--- src/design/prop_tlv_regs.vh ---
// Constants for the proprietary information object decoder
`ifndef PROP_TLV_REGS_VH
`define PROP_TLV_REGS_VH
`define TAG_PROPRIETARY 8'hA5
`define TAG_CHARACTERISTICS 8'h80
`define TAG_POWER 8'h81
`define TAG_MIN_CLOCK 8'h82
`define TAG_MEMORY 8'h83
`define LEN_CHARACTERISTICS 8'h01
`define LEN_POWER 8'h03
`define LEN_MIN_CLOCK 8'h01
`define LEN_MEMORY_MIN 8'h02
`define CHR_STOP_ALLOWED 0
`define CHR_RESERVED_LO 1
`define CHR_HIGH_PREF 2
`define CHR_LOW_PREF 3
`define CHR_CLASS_A 4
`define CHR_CLASS_B 5
`define CHR_CLASS_C 6
`define CHR_RESERVED_HI 7
`define CONSUMPTION_MASK 8'h3F
`define CONSUMPTION_MAX 8'h3C
`define CONSUMPTION_NONE_LO 8'h00
`define CONSUMPTION_NONE_HI 8'hFF
`define FREQ_NONE 8'hFF
`define FREQ_MIN 8'h0A
`define FILE_ROOT 2'h0
`define FILE_APPLICATION 2'h1
`define FILE_DEDICATED 2'h2
`define FILE_ELEMENTARY 2'h3
`endif

--- src/design/prop_tlv_decoder.v ---
// Byte-serial decoder for the proprietary information object
`timescale 1ns/10ps
`default_nettype none
`include "prop_tlv_regs.vh"
module prop_tlv_decoder #(
  parameter MEM_WIDTH = 32
) (
  input wire I_CLOCK,
  input wire I_RSTN,
  input wire I_START,
  input wire [1:0] I_FILE_KIND,
  input wire I_BYTE_VALID,
  input wire [7:0] I_BYTE,
  output wire O_BUSY,
  output reg O_DONE,
  output reg O_ERROR,
  output reg O_ERR_ORDER,
  output reg O_ERR_PERMISSION,
  output reg O_ERR_RESERVED,
  output reg O_CHR_VALID,
  output reg O_STOP_ALLOWED,
  output reg O_STOP_HIGH,
  output reg O_STOP_LOW,
  output reg O_STOP_LEVEL_RFU,
  output reg O_CLASS_A,
  output reg O_CLASS_B,
  output reg O_CLASS_C,
  output reg O_POWER_VALID,
  output reg [3:0] O_POWER_INDEX,
  output reg [7:0] O_POWER_CLASS,
  output reg [5:0] O_POWER_MA,
  output reg O_POWER_MA_USABLE,
  output reg [7:0] O_POWER_FREQ,
  output reg O_POWER_FREQ_GIVEN,
  output reg O_MINCLK_VALID,
  output reg [3:0] O_MINCLK_INDEX,
  output reg [7:0] O_MINCLK_FREQ,
  output reg O_MINCLK_GIVEN,
  output reg O_MEM_VALID,
  output reg [MEM_WIDTH-1:0] O_MEM_BYTES
);
  localparam [6:0] S_IDLE = 7'h01;
  localparam [6:0] S_OUTER_LEN = 7'h02;
  localparam [6:0] S_TAG = 7'h04;
  localparam [6:0] S_LEN = 7'h08;
  localparam [6:0] S_VALUE = 7'h10;
  localparam [6:0] S_SKIP = 7'h20;
  localparam [6:0] S_FAIL = 7'h40;

  reg [6:0] state_reg;
  reg [7:0] outer_left_reg;
  reg [7:0] inner_left_reg;
  reg [7:0] tag_reg;
  reg [7:0] byte_pos_reg;
  reg [7:0] last_tag_reg;
  reg [3:0] seen_reg;
  reg [3:0] power_count_reg;
  reg [3:0] minclk_count_reg;
  reg [7:0] power_class_reg;
  reg [7:0] power_cons_reg;
  reg [MEM_WIDTH-1:0] mem_acc_reg;

  wire len_error;
  wire not_permitted;
  wire tag_known;
  wire take = I_BYTE_VALID && (state_reg != S_IDLE) && (state_reg != S_FAIL);
  // Container bytes still free once the length byte itself is taken
  wire [7:0] len_room = outer_left_reg - 8'h01;

  tlv_field_check u_check (
    .i_tag(tag_reg),
    .i_len(I_BYTE),
    .i_remaining(len_room),
    .i_file_kind(I_FILE_KIND),
    .o_len_error(len_error),
    .o_not_permitted(not_permitted),
    .o_known(tag_known)
  );

  function [1:0] tag_slot;
    input [7:0] tag;
    begin
      tag_slot = tag[1:0];
    end
  endfunction

  function is_nested_tag;
    input [7:0] tag;
    begin
      is_nested_tag = (tag >= `TAG_CHARACTERISTICS) && (tag <= `TAG_MEMORY);
    end
  endfunction

  assign O_BUSY = (state_reg != S_IDLE);

  always @(posedge I_CLOCK or negedge I_RSTN)
  begin
    if (!I_RSTN)
    begin
      state_reg <= S_IDLE;
      outer_left_reg <= 8'h00;
      inner_left_reg <= 8'h00;
      tag_reg <= 8'h00;
      byte_pos_reg <= 8'h00;
      last_tag_reg <= 8'h00;
      seen_reg <= 4'h0;
      power_count_reg <= 4'h0;
      minclk_count_reg <= 4'h0;
      power_class_reg <= 8'h00;
      power_cons_reg <= 8'h00;
      mem_acc_reg <= {MEM_WIDTH{1'b0}};
      O_DONE <= 1'b0;
      O_ERROR <= 1'b0;
      O_ERR_ORDER <= 1'b0;
      O_ERR_PERMISSION <= 1'b0;
      O_ERR_RESERVED <= 1'b0;
      O_CHR_VALID <= 1'b0;
      O_STOP_ALLOWED <= 1'b0;
      O_STOP_HIGH <= 1'b0;
      O_STOP_LOW <= 1'b0;
      O_STOP_LEVEL_RFU <= 1'b0;
      O_CLASS_A <= 1'b0;
      O_CLASS_B <= 1'b0;
      O_CLASS_C <= 1'b0;
      O_POWER_VALID <= 1'b0;
      O_POWER_INDEX <= 4'h0;
      O_POWER_CLASS <= 8'h00;
      O_POWER_MA <= 6'h00;
      O_POWER_MA_USABLE <= 1'b0;
      O_POWER_FREQ <= 8'h00;
      O_POWER_FREQ_GIVEN <= 1'b0;
      O_MINCLK_VALID <= 1'b0;
      O_MINCLK_INDEX <= 4'h0;
      O_MINCLK_FREQ <= 8'h00;
      O_MINCLK_GIVEN <= 1'b0;
      O_MEM_VALID <= 1'b0;
      O_MEM_BYTES <= {MEM_WIDTH{1'b0}};
    end
    else
    begin
      O_DONE <= 1'b0;
      O_POWER_VALID <= 1'b0;
      O_MINCLK_VALID <= 1'b0;
      O_MEM_VALID <= 1'b0;
      if (I_START)
      begin
        state_reg <= S_TAG;
        outer_left_reg <= 8'h00;
        last_tag_reg <= 8'h00;
        seen_reg <= 4'h0;
        power_count_reg <= 4'h0;
        minclk_count_reg <= 4'h0;
        O_ERROR <= 1'b0;
        O_ERR_ORDER <= 1'b0;
        O_ERR_PERMISSION <= 1'b0;
        O_ERR_RESERVED <= 1'b0;
        O_CHR_VALID <= 1'b0;
        // Outer tag is expected first; S_TAG with byte_pos_reg at 8'hFF means outer
        tag_reg <= 8'h00;
        byte_pos_reg <= 8'hFF;
      end
      else if (take)
      begin
        if (state_reg != S_TAG || byte_pos_reg != 8'hFF)
          outer_left_reg <= outer_left_reg - 8'h01;
        case (state_reg)
          S_TAG:
          begin
            if (byte_pos_reg == 8'hFF)
            begin
              if (I_BYTE == `TAG_PROPRIETARY)
                state_reg <= S_OUTER_LEN;
              else
              begin
                O_ERROR <= 1'b1;
                state_reg <= S_FAIL;
              end
            end
            else if (outer_left_reg == 8'h01)
            begin
              // Tag is the container's last byte: no room for its length
              O_ERROR <= 1'b1;
              state_reg <= S_FAIL;
            end
            else
            begin
              tag_reg <= I_BYTE;
              // Same tag already seen but not directly before breaks grouping
              if (is_nested_tag(I_BYTE) && seen_reg[tag_slot(I_BYTE)]
                && I_BYTE != last_tag_reg)
                O_ERR_ORDER <= 1'b1;
              if (is_nested_tag(I_BYTE))
                seen_reg[tag_slot(I_BYTE)] <= 1'b1;
              last_tag_reg <= I_BYTE;
              state_reg <= S_LEN;
            end
          end
          S_OUTER_LEN:
          begin
            outer_left_reg <= I_BYTE;
            byte_pos_reg <= 8'h00;
            state_reg <= (I_BYTE == 8'h00) ? S_IDLE : S_TAG;
            if (I_BYTE == 8'h00)
            begin
              O_DONE <= 1'b1;
              if (I_FILE_KIND == `FILE_ROOT)
                O_ERR_PERMISSION <= 1'b1;
            end
          end
          S_LEN:
          begin
            inner_left_reg <= I_BYTE;
            byte_pos_reg <= 8'h00;
            mem_acc_reg <= {MEM_WIDTH{1'b0}};
            if (tag_known && not_permitted)
              O_ERR_PERMISSION <= 1'b1;
            if (len_error)
            begin
              O_ERROR <= 1'b1;
              state_reg <= S_FAIL;
            end
            else if (I_BYTE == 8'h00)
              state_reg <= (outer_left_reg == 8'h01) ? S_IDLE : S_TAG;
            else
              state_reg <= tag_known ? S_VALUE : S_SKIP;
            if (!len_error && I_BYTE == 8'h00 && outer_left_reg == 8'h01)
            begin
              O_DONE <= 1'b1;
              if (I_FILE_KIND == `FILE_ROOT && !seen_reg[0])
                O_ERR_PERMISSION <= 1'b1;
            end
          end
          S_VALUE, S_SKIP:
          begin
            inner_left_reg <= inner_left_reg - 8'h01;
            byte_pos_reg <= byte_pos_reg + 8'h01;
            if (state_reg == S_VALUE)
            begin
              case (tag_reg)
                `TAG_CHARACTERISTICS:
                begin
                  O_CHR_VALID <= 1'b1;
                  O_STOP_ALLOWED <= I_BYTE[`CHR_STOP_ALLOWED];
                  O_STOP_HIGH <= I_BYTE[`CHR_HIGH_PREF];
                  O_STOP_LOW <= I_BYTE[`CHR_LOW_PREF];
                  O_STOP_LEVEL_RFU <= I_BYTE[`CHR_HIGH_PREF] & I_BYTE[`CHR_LOW_PREF];
                  O_CLASS_A <= I_BYTE[`CHR_CLASS_A];
                  O_CLASS_B <= I_BYTE[`CHR_CLASS_B];
                  O_CLASS_C <= I_BYTE[`CHR_CLASS_C];
                  if (I_BYTE[`CHR_RESERVED_LO] | I_BYTE[`CHR_RESERVED_HI])
                    O_ERR_RESERVED <= 1'b1;
                end
                `TAG_POWER:
                begin
                  if (byte_pos_reg == 8'h00)
                    power_class_reg <= I_BYTE;
                  else if (byte_pos_reg == 8'h01)
                    power_cons_reg <= I_BYTE;
                  else
                  begin
                    O_POWER_VALID <= 1'b1;
                    O_POWER_INDEX <= power_count_reg;
                    power_count_reg <= power_count_reg + 4'h1;
                    O_POWER_CLASS <= power_class_reg;
                    O_POWER_MA <= power_cons_reg[5:0];
                    O_POWER_MA_USABLE <= (power_cons_reg != `CONSUMPTION_NONE_LO)
                      && (power_cons_reg != `CONSUMPTION_NONE_HI)
                      && (power_cons_reg <= `CONSUMPTION_MAX);
                    O_POWER_FREQ <= I_BYTE;
                    O_POWER_FREQ_GIVEN <= (I_BYTE != `FREQ_NONE);
                  end
                end
                `TAG_MIN_CLOCK:
                begin
                  O_MINCLK_VALID <= 1'b1;
                  O_MINCLK_INDEX <= minclk_count_reg;
                  minclk_count_reg <= minclk_count_reg + 4'h1;
                  O_MINCLK_FREQ <= I_BYTE;
                  O_MINCLK_GIVEN <= (I_BYTE != `FREQ_NONE) && (I_BYTE >= `FREQ_MIN);
                end
                default:
                begin
                  // Memory count, most significant byte first
                  mem_acc_reg <= {mem_acc_reg[MEM_WIDTH-9:0], I_BYTE};
                  if (inner_left_reg == 8'h01)
                  begin
                    O_MEM_VALID <= 1'b1;
                    O_MEM_BYTES <= {mem_acc_reg[MEM_WIDTH-9:0], I_BYTE};
                  end
                end
              endcase
            end
            if (inner_left_reg == 8'h01)
            begin
              if (outer_left_reg == 8'h01)
              begin
                state_reg <= S_IDLE;
                O_DONE <= 1'b1;
                // Root file lacking characteristics is an error
                if (I_FILE_KIND == `FILE_ROOT && !seen_reg[0])
                  O_ERR_PERMISSION <= 1'b1;
              end
              else
                state_reg <= S_TAG;
            end
          end
          default:
          begin
            state_reg <= S_FAIL;
          end
        endcase
      end
    end
  end
endmodule // prop_tlv_decoder
`default_nettype wire

--- src/design/tlv_field_check.v ---
// Inner object header check: known tag, length legality and permission by file kind
`timescale 1ns/10ps
`default_nettype none
`include "prop_tlv_regs.vh"
module tlv_field_check (
  input wire [7:0] i_tag,
  input wire [7:0] i_len,
  input wire [7:0] i_remaining,
  input wire [1:0] i_file_kind,
  output reg o_len_error,
  output reg o_not_permitted,
  output reg o_known
);
  always @*
  begin
    o_known = 1'b1;
    o_len_error = (i_len > i_remaining);
    o_not_permitted = 1'b0;
    case (i_tag)
      `TAG_CHARACTERISTICS:
      begin
        o_len_error = o_len_error | (i_len != `LEN_CHARACTERISTICS);
      end
      `TAG_POWER:
      begin
        o_len_error = o_len_error | (i_len != `LEN_POWER);
        o_not_permitted = (i_file_kind != `FILE_APPLICATION);
      end
      `TAG_MIN_CLOCK:
      begin
        o_len_error = o_len_error | (i_len != `LEN_MIN_CLOCK);
        o_not_permitted = (i_file_kind != `FILE_APPLICATION);
      end
      `TAG_MEMORY:
      begin
        o_len_error = o_len_error | (i_len < `LEN_MEMORY_MIN);
        o_not_permitted = (i_file_kind == `FILE_ELEMENTARY);
      end
      default:
      begin
        o_known = 1'b0;
      end
    endcase
  end
endmodule // tlv_field_check
`default_nettype wire

--- config.mk ---
export PLATFORM = sky130hd
export DESIGN_NAME = prop_tlv_decoder
export DESIGN_NICKNAME = d
export VERILOG_FILES = /design/src/design/prop_tlv_decoder.v /design/src/design/tlv_field_check.v
export VERILOG_INCLUDE_DIRS = /design/src /design/src/design
export SDC_FILE = /design/constraint.sdc
export NUM_CORES = 1
export LEC_CHECK = 0
export ABC_CLOCK_PERIOD_IN_PS = 7000
export BUFFER_PORTS_ARGS = -buffer_cell sky130_fd_sc_hd__buf_2
export CORE_MARGIN = 2
export CORE_UTILIZATION = 35
export DETAILED_ROUTE_END_ITERATION = 7
export HOLD_SLACK_MARGIN = 0.03
export PLACE_DENSITY = 0.61
export SLEW_MARGIN = 20
export SYNTH_ARGS = -nofsm -noshare
export SYNTH_HDL_FRONTEND = slang
export SYNTH_SLANG_ARGS = --single-unit
--- constraint.sdc ---
create_clock -name I_CLOCK -period 7 [get_ports I_CLOCK]
set_clock_uncertainty 0.05 [all_clocks]
set_input_delay 0.35 -clock I_CLOCK [delete_from_list [all_inputs] [get_ports I_CLOCK]]
set_output_delay 0.35 -clock I_CLOCK [all_outputs]
set_load 0.1 [all_outputs]
==> results of run 1 <==
Yosys cell counts (all sizes together) (3+ instances only):
library cell  number  area (µm²)
or4                5       45.04
o41ai              3       26.28
and2               3       23.78
mux2              61       720.7
o21ai             63       315.3
a21oi             33       180.2
a22oi              3       22.52
or3                5       36.28
xnor2             16       140.1
nor2              41       156.4
a311oi             3       26.28
clkbuf            28       106.4
o31ai              8       73.82
o221ai             3       26.28
dfrtp            179        4479
a22o              10       87.58
o31a               3       27.53
nand3             15       75.07
nor3              19       105.1
nor4               8       65.06
ha                17       212.7
xor2               7       61.31
and3               7       43.79
nor2b              3       18.77
nand2            182       683.2
nand4             12       81.33
o2bb2ai            5       43.79
buf               28       221.5
inv               16       60.06
mux2i              3       30.03
and4               5       46.29
metrics by stage:
stage | hold slack, ns | power [mW] | worst slack, ns | instance area (µm²) | cells
global placement | 0.3435 | 1.422 | 3.680 | 9178 | 1200
floorplan | 0.004409 | 1.340 | 4.374 | 8544 | 825
CTS | 0.2354 | 2.384 | 3.527 | 9772 | 1233
finish | 0.2684 | 2.356 | 3.813 | 9787 | 1234
detailed placement | 0.3420 | 1.429 | 3.530 | 9178 | 1200
global route | 0.2599 | 2.465 | 3.535 | 9787 | 1234
cell families after synthesis:
group                      synth area share [%]
DFF                                       52.73
xor gates and xnor gates                  2.358
AOI/OAI and AO/OA                         11.26
muxes                                     9.050
buffers and inverters                     4.583
adders and majority gates                 2.489
and+or+nand+nor                           17.53
how the worst max path moves through the flow:
stage / slack, ns / to / cells after the start / from
floorplan: 4.37 / state_reg[6]$_DFFE_PN0P_ / 10 / outer_left_reg[5]$_DFFE_PN0P_
global placement: 3.68 / O_MEM_BYTES[16]$_DFFE_PN0P_ / 5 / state_reg[2]$_DFFE_PN0P_
detailed placement: 3.53 / O_MEM_BYTES[16]$_DFFE_PN0P_ / 5 / state_reg[2]$_DFFE_PN0P_
CTS: 3.53 / O_MEM_BYTES[16]$_DFFE_PN0P_ / 5 / state_reg[2]$_DFFE_PN0P_
global route: 3.53 / byte_pos_reg[6]$_DFFE_PN0P_ / 6 / state_reg[2]$_DFFE_PN0P_
finish: 3.81 / byte_pos_reg[5]$_DFFE_PN0P_ / 6 / state_reg[2]$_DFFE_PN0P_
worst max-delay path, cell delays in order, from the launching register on:
cell and delay [ns]:
dfrtp_1 0.50, nor3_2 0.34, nand3_1 0.66, a21oi_1 0.99, o21ai_0 0.22, a21oi_1 0.20
a21oi_1 0.06
routing by layer:
layer  up-vias  part of all wire, %
met5         -                    0
met4         0                 0.95
li1       3024                    -
met1      3099                   47
met3        16                  6.0
met2       186                   46
layout make-up:
| cell class | count | area, µm² |
|---|---|---|
| clock buffers | 17 | 425.4 |
| clock inverters | 15 | 158.9 |
| fillers | 2368 | 14390 |
| inverters | 17 | 63.81 |
| multi-input cells | 572 | 3652 |
| flip-flops and latches | 180 | 4506 |
| well taps | 324 | 405.4 |
| repair buffers | 109 | 575.6 |
where the power goes:
group	internal, mW	leakage (nW)	switching, mW
combinational	0.120	2.09	0.193
clock	0.479	0.285	0.470
sequential	1.06	2.45	0.0316
total	1.66	4.83	0.695
==> metrics.cfg, run 1 <==
[detailed_routing]
drt_pass1_iterations=5
routedWlPerCell_um=16.69
finalWirelength_mm=20.60
drc_errors=0
drt-vias-per-instance=5.126
drt_iter0_markers=550
antenna_left=0
vias=6325

[sta]
hold_viol_final=0
setup_tns_ns=0
timing.final.crit_share_pct=45.53
setup_viol=0
worstMarginPinSlew_ns=1.029
relSlewSlack_pct=30.71
fin_crit_ns=3.187
drv_slew=0
rsz0062_at_grt=false
fmax_mhz=313.8

[worst_setup_path]
timing.rr.end=byte_pos_reg[5]$_DFFE_PN0P_
cp_max_fo=24
crit_type=reg -> reg
r2r_setup_slack_ns=3.81
cp_data_arrival_time_ns=3.41
critPathCaptureType=flop
reg2reg_depth=6
reg2reg_from=state_reg[2]$_DFFE_PN0P_
cp.required_ns=7.22
startpoint_type=flop

[cts]
tritoncts=built
root_buffer=clkbuf_16
cts.clk_slew.worst_paths_ns=0.07
cts.path.max_buffers=2
cts_resized=0
postCtsSetupBuffers=0
cts_sinks=180
cts_hold_buffers=1
htreeDepth=4
cts_buffers=17
clk_latency_ns=0.44

[power]
powerDensity_mw_per_mm2=240.7
p_leak_nw=4.829
ir_worst_vdd_uv=162.9

[floorplanning]
io_pins=104
floorplan.initialDensity_pct=35.34
rows=57
coreArea_mm2=0.02418
die_x_um=160.2
dieHeight_um=160.2
die_area_mm2=0.02568

[logic_synthesis]
synthesis.instances=825
synth_area_mm2=0.008544
seq_area_frac_synth_pct=52.73
synthArstFlopShare_pct=100.0
yosysWarnings=0
synth_seq_cells=180
synth_nets=856
ys_types=74
syn_avg_cell_area_um2=10.36
synth_edf_count=0
synthFlopType=dfrtp_1

[finish]
nNetsFinal=928
drive_gt1_share_pct=23.30
syn2layout_area_growth_pct=14.54
mostFrequentLayoutCell=nand2_1
num_antenna_cells=0
largest_reg_flops=32
final_cell_mix=182 x nand2_1, 179 x dfrtp_1, 102 x buf_2, 58 x o21ai_0, 41 x mux2_2
fin_util_pct=40.48

[grt]
grt_util_met3_pct=3.299
top_usage_layer=met2
grt_use_met1_pct=23.73
globalRouteMet2Util_pct=25.07
grt_pass1_vias=6072
antenna_found_initial=0
grt_overflow=0
grt_max_degree=65
grt_pass1_wl_mm=33.28
grt_use_total_pct=16.42

[run_status]
outcome=finished, final reports clean

[worst_hold_path]
whs_path_depth=4
hold_path.startpoint=I_FILE_KIND[0]
hold_path.class=in -> reg
hold_end=O_ERR_PERMISSION$_DFFE_PN0P_

[placed_design]
gp_congestion=0.8379
portBuffers=103
dp_hpwl_mm=13.51

[job]
max-cap-violations=0

Power figures use the tool's default switching activity.
==> run 2, diff against run 1 <==
--- a/config.mk
+++ b/config.mk
@@ -6,7 +6,7 @@
 export SDC_FILE = /design/constraint.sdc
 export NUM_CORES = 1
 export LEC_CHECK = 0
-export ABC_CLOCK_PERIOD_IN_PS = 7000
+export ABC_CLOCK_PERIOD_IN_PS = 3200
 export BUFFER_PORTS_ARGS = -buffer_cell sky130_fd_sc_hd__buf_2
 export CORE_MARGIN = 2
 export CORE_UTILIZATION = 35
==> constraint.sdc (replaced) <==
create_clock -name I_CLOCK -period 3.2 [get_ports I_CLOCK]
set_clock_uncertainty 0.05 [all_clocks]
set_input_delay 0.16 -clock I_CLOCK [delete_from_list [all_inputs] [get_ports I_CLOCK]]
set_output_delay 0.16 -clock I_CLOCK [all_outputs]
set_load 0.1 [all_outputs]
==> metrics.cfg, run 2 (synthesis gave the netlist of run 1 again) <==
[finish]
nNetsFinal=939
num_antenna_cells=0
fillerInstances=2406
final_cell_mix=182 x nand2_1, 179 x dfrtp_1, 102 x buf_2, 58 x o21ai_0, 41 x mux2_2
mostFrequentLayoutCell=nand2_1
largest_reg_flops=32
multi_input_area_mm2=0.003652
syn2layout_area_growth_pct=15.68
final_cells=1245
drive_gt1_share_pct=24.21
seq_area_mm2=0.004506

[cts]
postCtsSetupBuffers=0
clk_latency_ns=0.43
cts.path.max_buffers=2
cts_buffers=17
root_buffer=clkbuf_16
cts.clk_slew.worst_paths_ns=0.07
cts_resized=0
tritoncts=built
cts_sinks=180
htreeDepth=4

[grt]
antenna_found_initial=0
grt_pass1_vias=6303
grt_overflow=0
grt_pass1_wl_mm=34.78
grt_use_total_pct=17.18
grt_max_degree=78

[detailed_routing]
drt-vias-per-instance=5.124
drt_pass1_iterations=5
drt_iter0_markers=468
vias=6379
drc_errors=0
antenna_left=0
routedWlPerCell_um=16.90
finalWirelength_mm=21.04

[placed_design]
place_inst=1212
gp_congestion=0.8472
portBuffers=103
dp_hpwl_mm=13.85
place_ws_ns=0.2537

[sta]
setup_viol=0
fin_crit_ns=2.977
rsz0062_at_grt=false
timing.hold.ws_ns=0.05423
worstMarginPinSlew_ns=1.054
fmax_mhz=335.9
relSlewSlack_pct=29.02
drv_slew=0
timing.final.crit_share_pct=93.03
hold_viol_final=0
fin_ws_ns=0.2229
setup_tns_ns=0

[job]
max-cap-violations=0

[floorplanning]
floorplan.initialDensity_pct=35.34
io_pins=104
die_area_mm2=0.02568
coreArea_mm2=0.02418
dieHeight_um=160.2
rows=57
die_x_um=160.2

[worst_setup_path]
startpoint_type=flop
max_stage_delay_ns=0.57
critPathCaptureType=flop
cpMaxStageDelayCell=or4_4
cp_num_buf_inv=0
crit_type=reg -> reg
cp.required_ns=3.48
cp_data_arrival_time_ns=3.25
cp_cell_sequence=or4_4 > nor4_1 > xnor2_1 > ha_1 > nand4_1 > nor2_1 > a21oi_1 > nor3_2 > nand2_1 > a22o_1
crit_family=simple AND/OR/NAND/NOR gates
cp_max_fo=5

[power]
power.total_mw=5.193
powerDensity_mw_per_mm2=525.4
p_leak_nw=4.894
ir_worst_vdd_uv=275.6

[worst_hold_path]
hold_path.class=in -> reg

[run_status]
outcome=finished, final reports clean

run 2: changes by cell type in the layout (fill, tap and decap cells not counted):
cell / before / now
clkbuf_8: 1 / 0
clkinv_2: 1 / 2
inv_8: 4 / 3
buf_12: 0 / 1
buf_4: 4 / 15
inv_6: 3 / 4
bufinv_16: 0 / 1
inv_12: 1 / 0
clkinvlp_4: 1 / 0
run 2: area by class of cell:
| cell class | count | share of cell area, % |
|---|---|---|
| Inverter | 17 | 0.6456 |
| Tap cell | 324 | 4.101 |
| Timing Repair Buffer | 120 | 6.722 |
| Clock inverter | 15 | 1.696 |
| Clock buffer | 17 | 4.304 |
| Sequential cell | 180 | 45.58 |
| Multi-Input combinational cell | 572 | 36.95 |
run 2: per-layer routing:
layer / part of all wire [%] / GRT usage (%)
met1: 49 / 25.10
met2: 46 / 26.15
met3: 4.6 / 3.532
met4: 1.1 / 4.300
met5: 0 / 0
run 2: power breakdown:
part	total (mW)	internal, mW	switching [mW]
clock network	2.10	1.11	0.992
logic	0.698	0.272	0.427
registers	2.39	2.32	0.0663
run 2: timing repair:
item	4_1_cts	5_1_grt
setup endpoints to repair	0	0
hold endpoints to repair	68	0
hold buffers	1	0
run 2: path summary, 6_finish.rpt:
path / from / end / slack, ns / cells past startpoint
worst max-delay path: outer_left_reg[5]$_DFFE_PN0P_ / O_ERROR$_DFFE_PN0P_ / 0.22 / 10
worst min-delay path: I_FILE_KIND[1] / O_ERR_PERMISSION$_DFFE_PN0P_ / 0.05 / 4
min in group asynchronous: I_RSTN / O_MEM_BYTES[17]$_DFFE_PN0P_ / 0.24 / 2
worst max register to register: outer_left_reg[5]$_DFFE_PN0P_ / O_ERROR$_DFFE_PN0P_ / 0.22 / 10
max in group asynchronous: I_RSTN / state_reg[0]$_DFFE_PN1P_ / 1.98 / 3
worst min register to register: O_MEM_BYTES[31]$_DFFE_PN0P_ / O_MEM_BYTES[31]$_DFFE_PN0P_ / 0.41 / 2
run 2: worst reg2reg max path, delay by kind of cell, from the launching register on:
family | cells | cell delay (ns)
compound gates | 2 | 0.29
xor+xnor | 1 | 0.15
fa+ha+maj | 1 | 0.34
flops | 1 | 0.41
simple gates | 6 | 1.63
run 2: through the flow:
stage / utilization (%) / cell area, µm²
5_1_grt: 40.88 / 9884
3_3_place_gp: 38.38 / 9280
3_5_place_dp: 38.39 / 9281
2_1_floorplan: - / 8544
4_1_cts: 40.88 / 9884
6_report: 40.88 / 9884
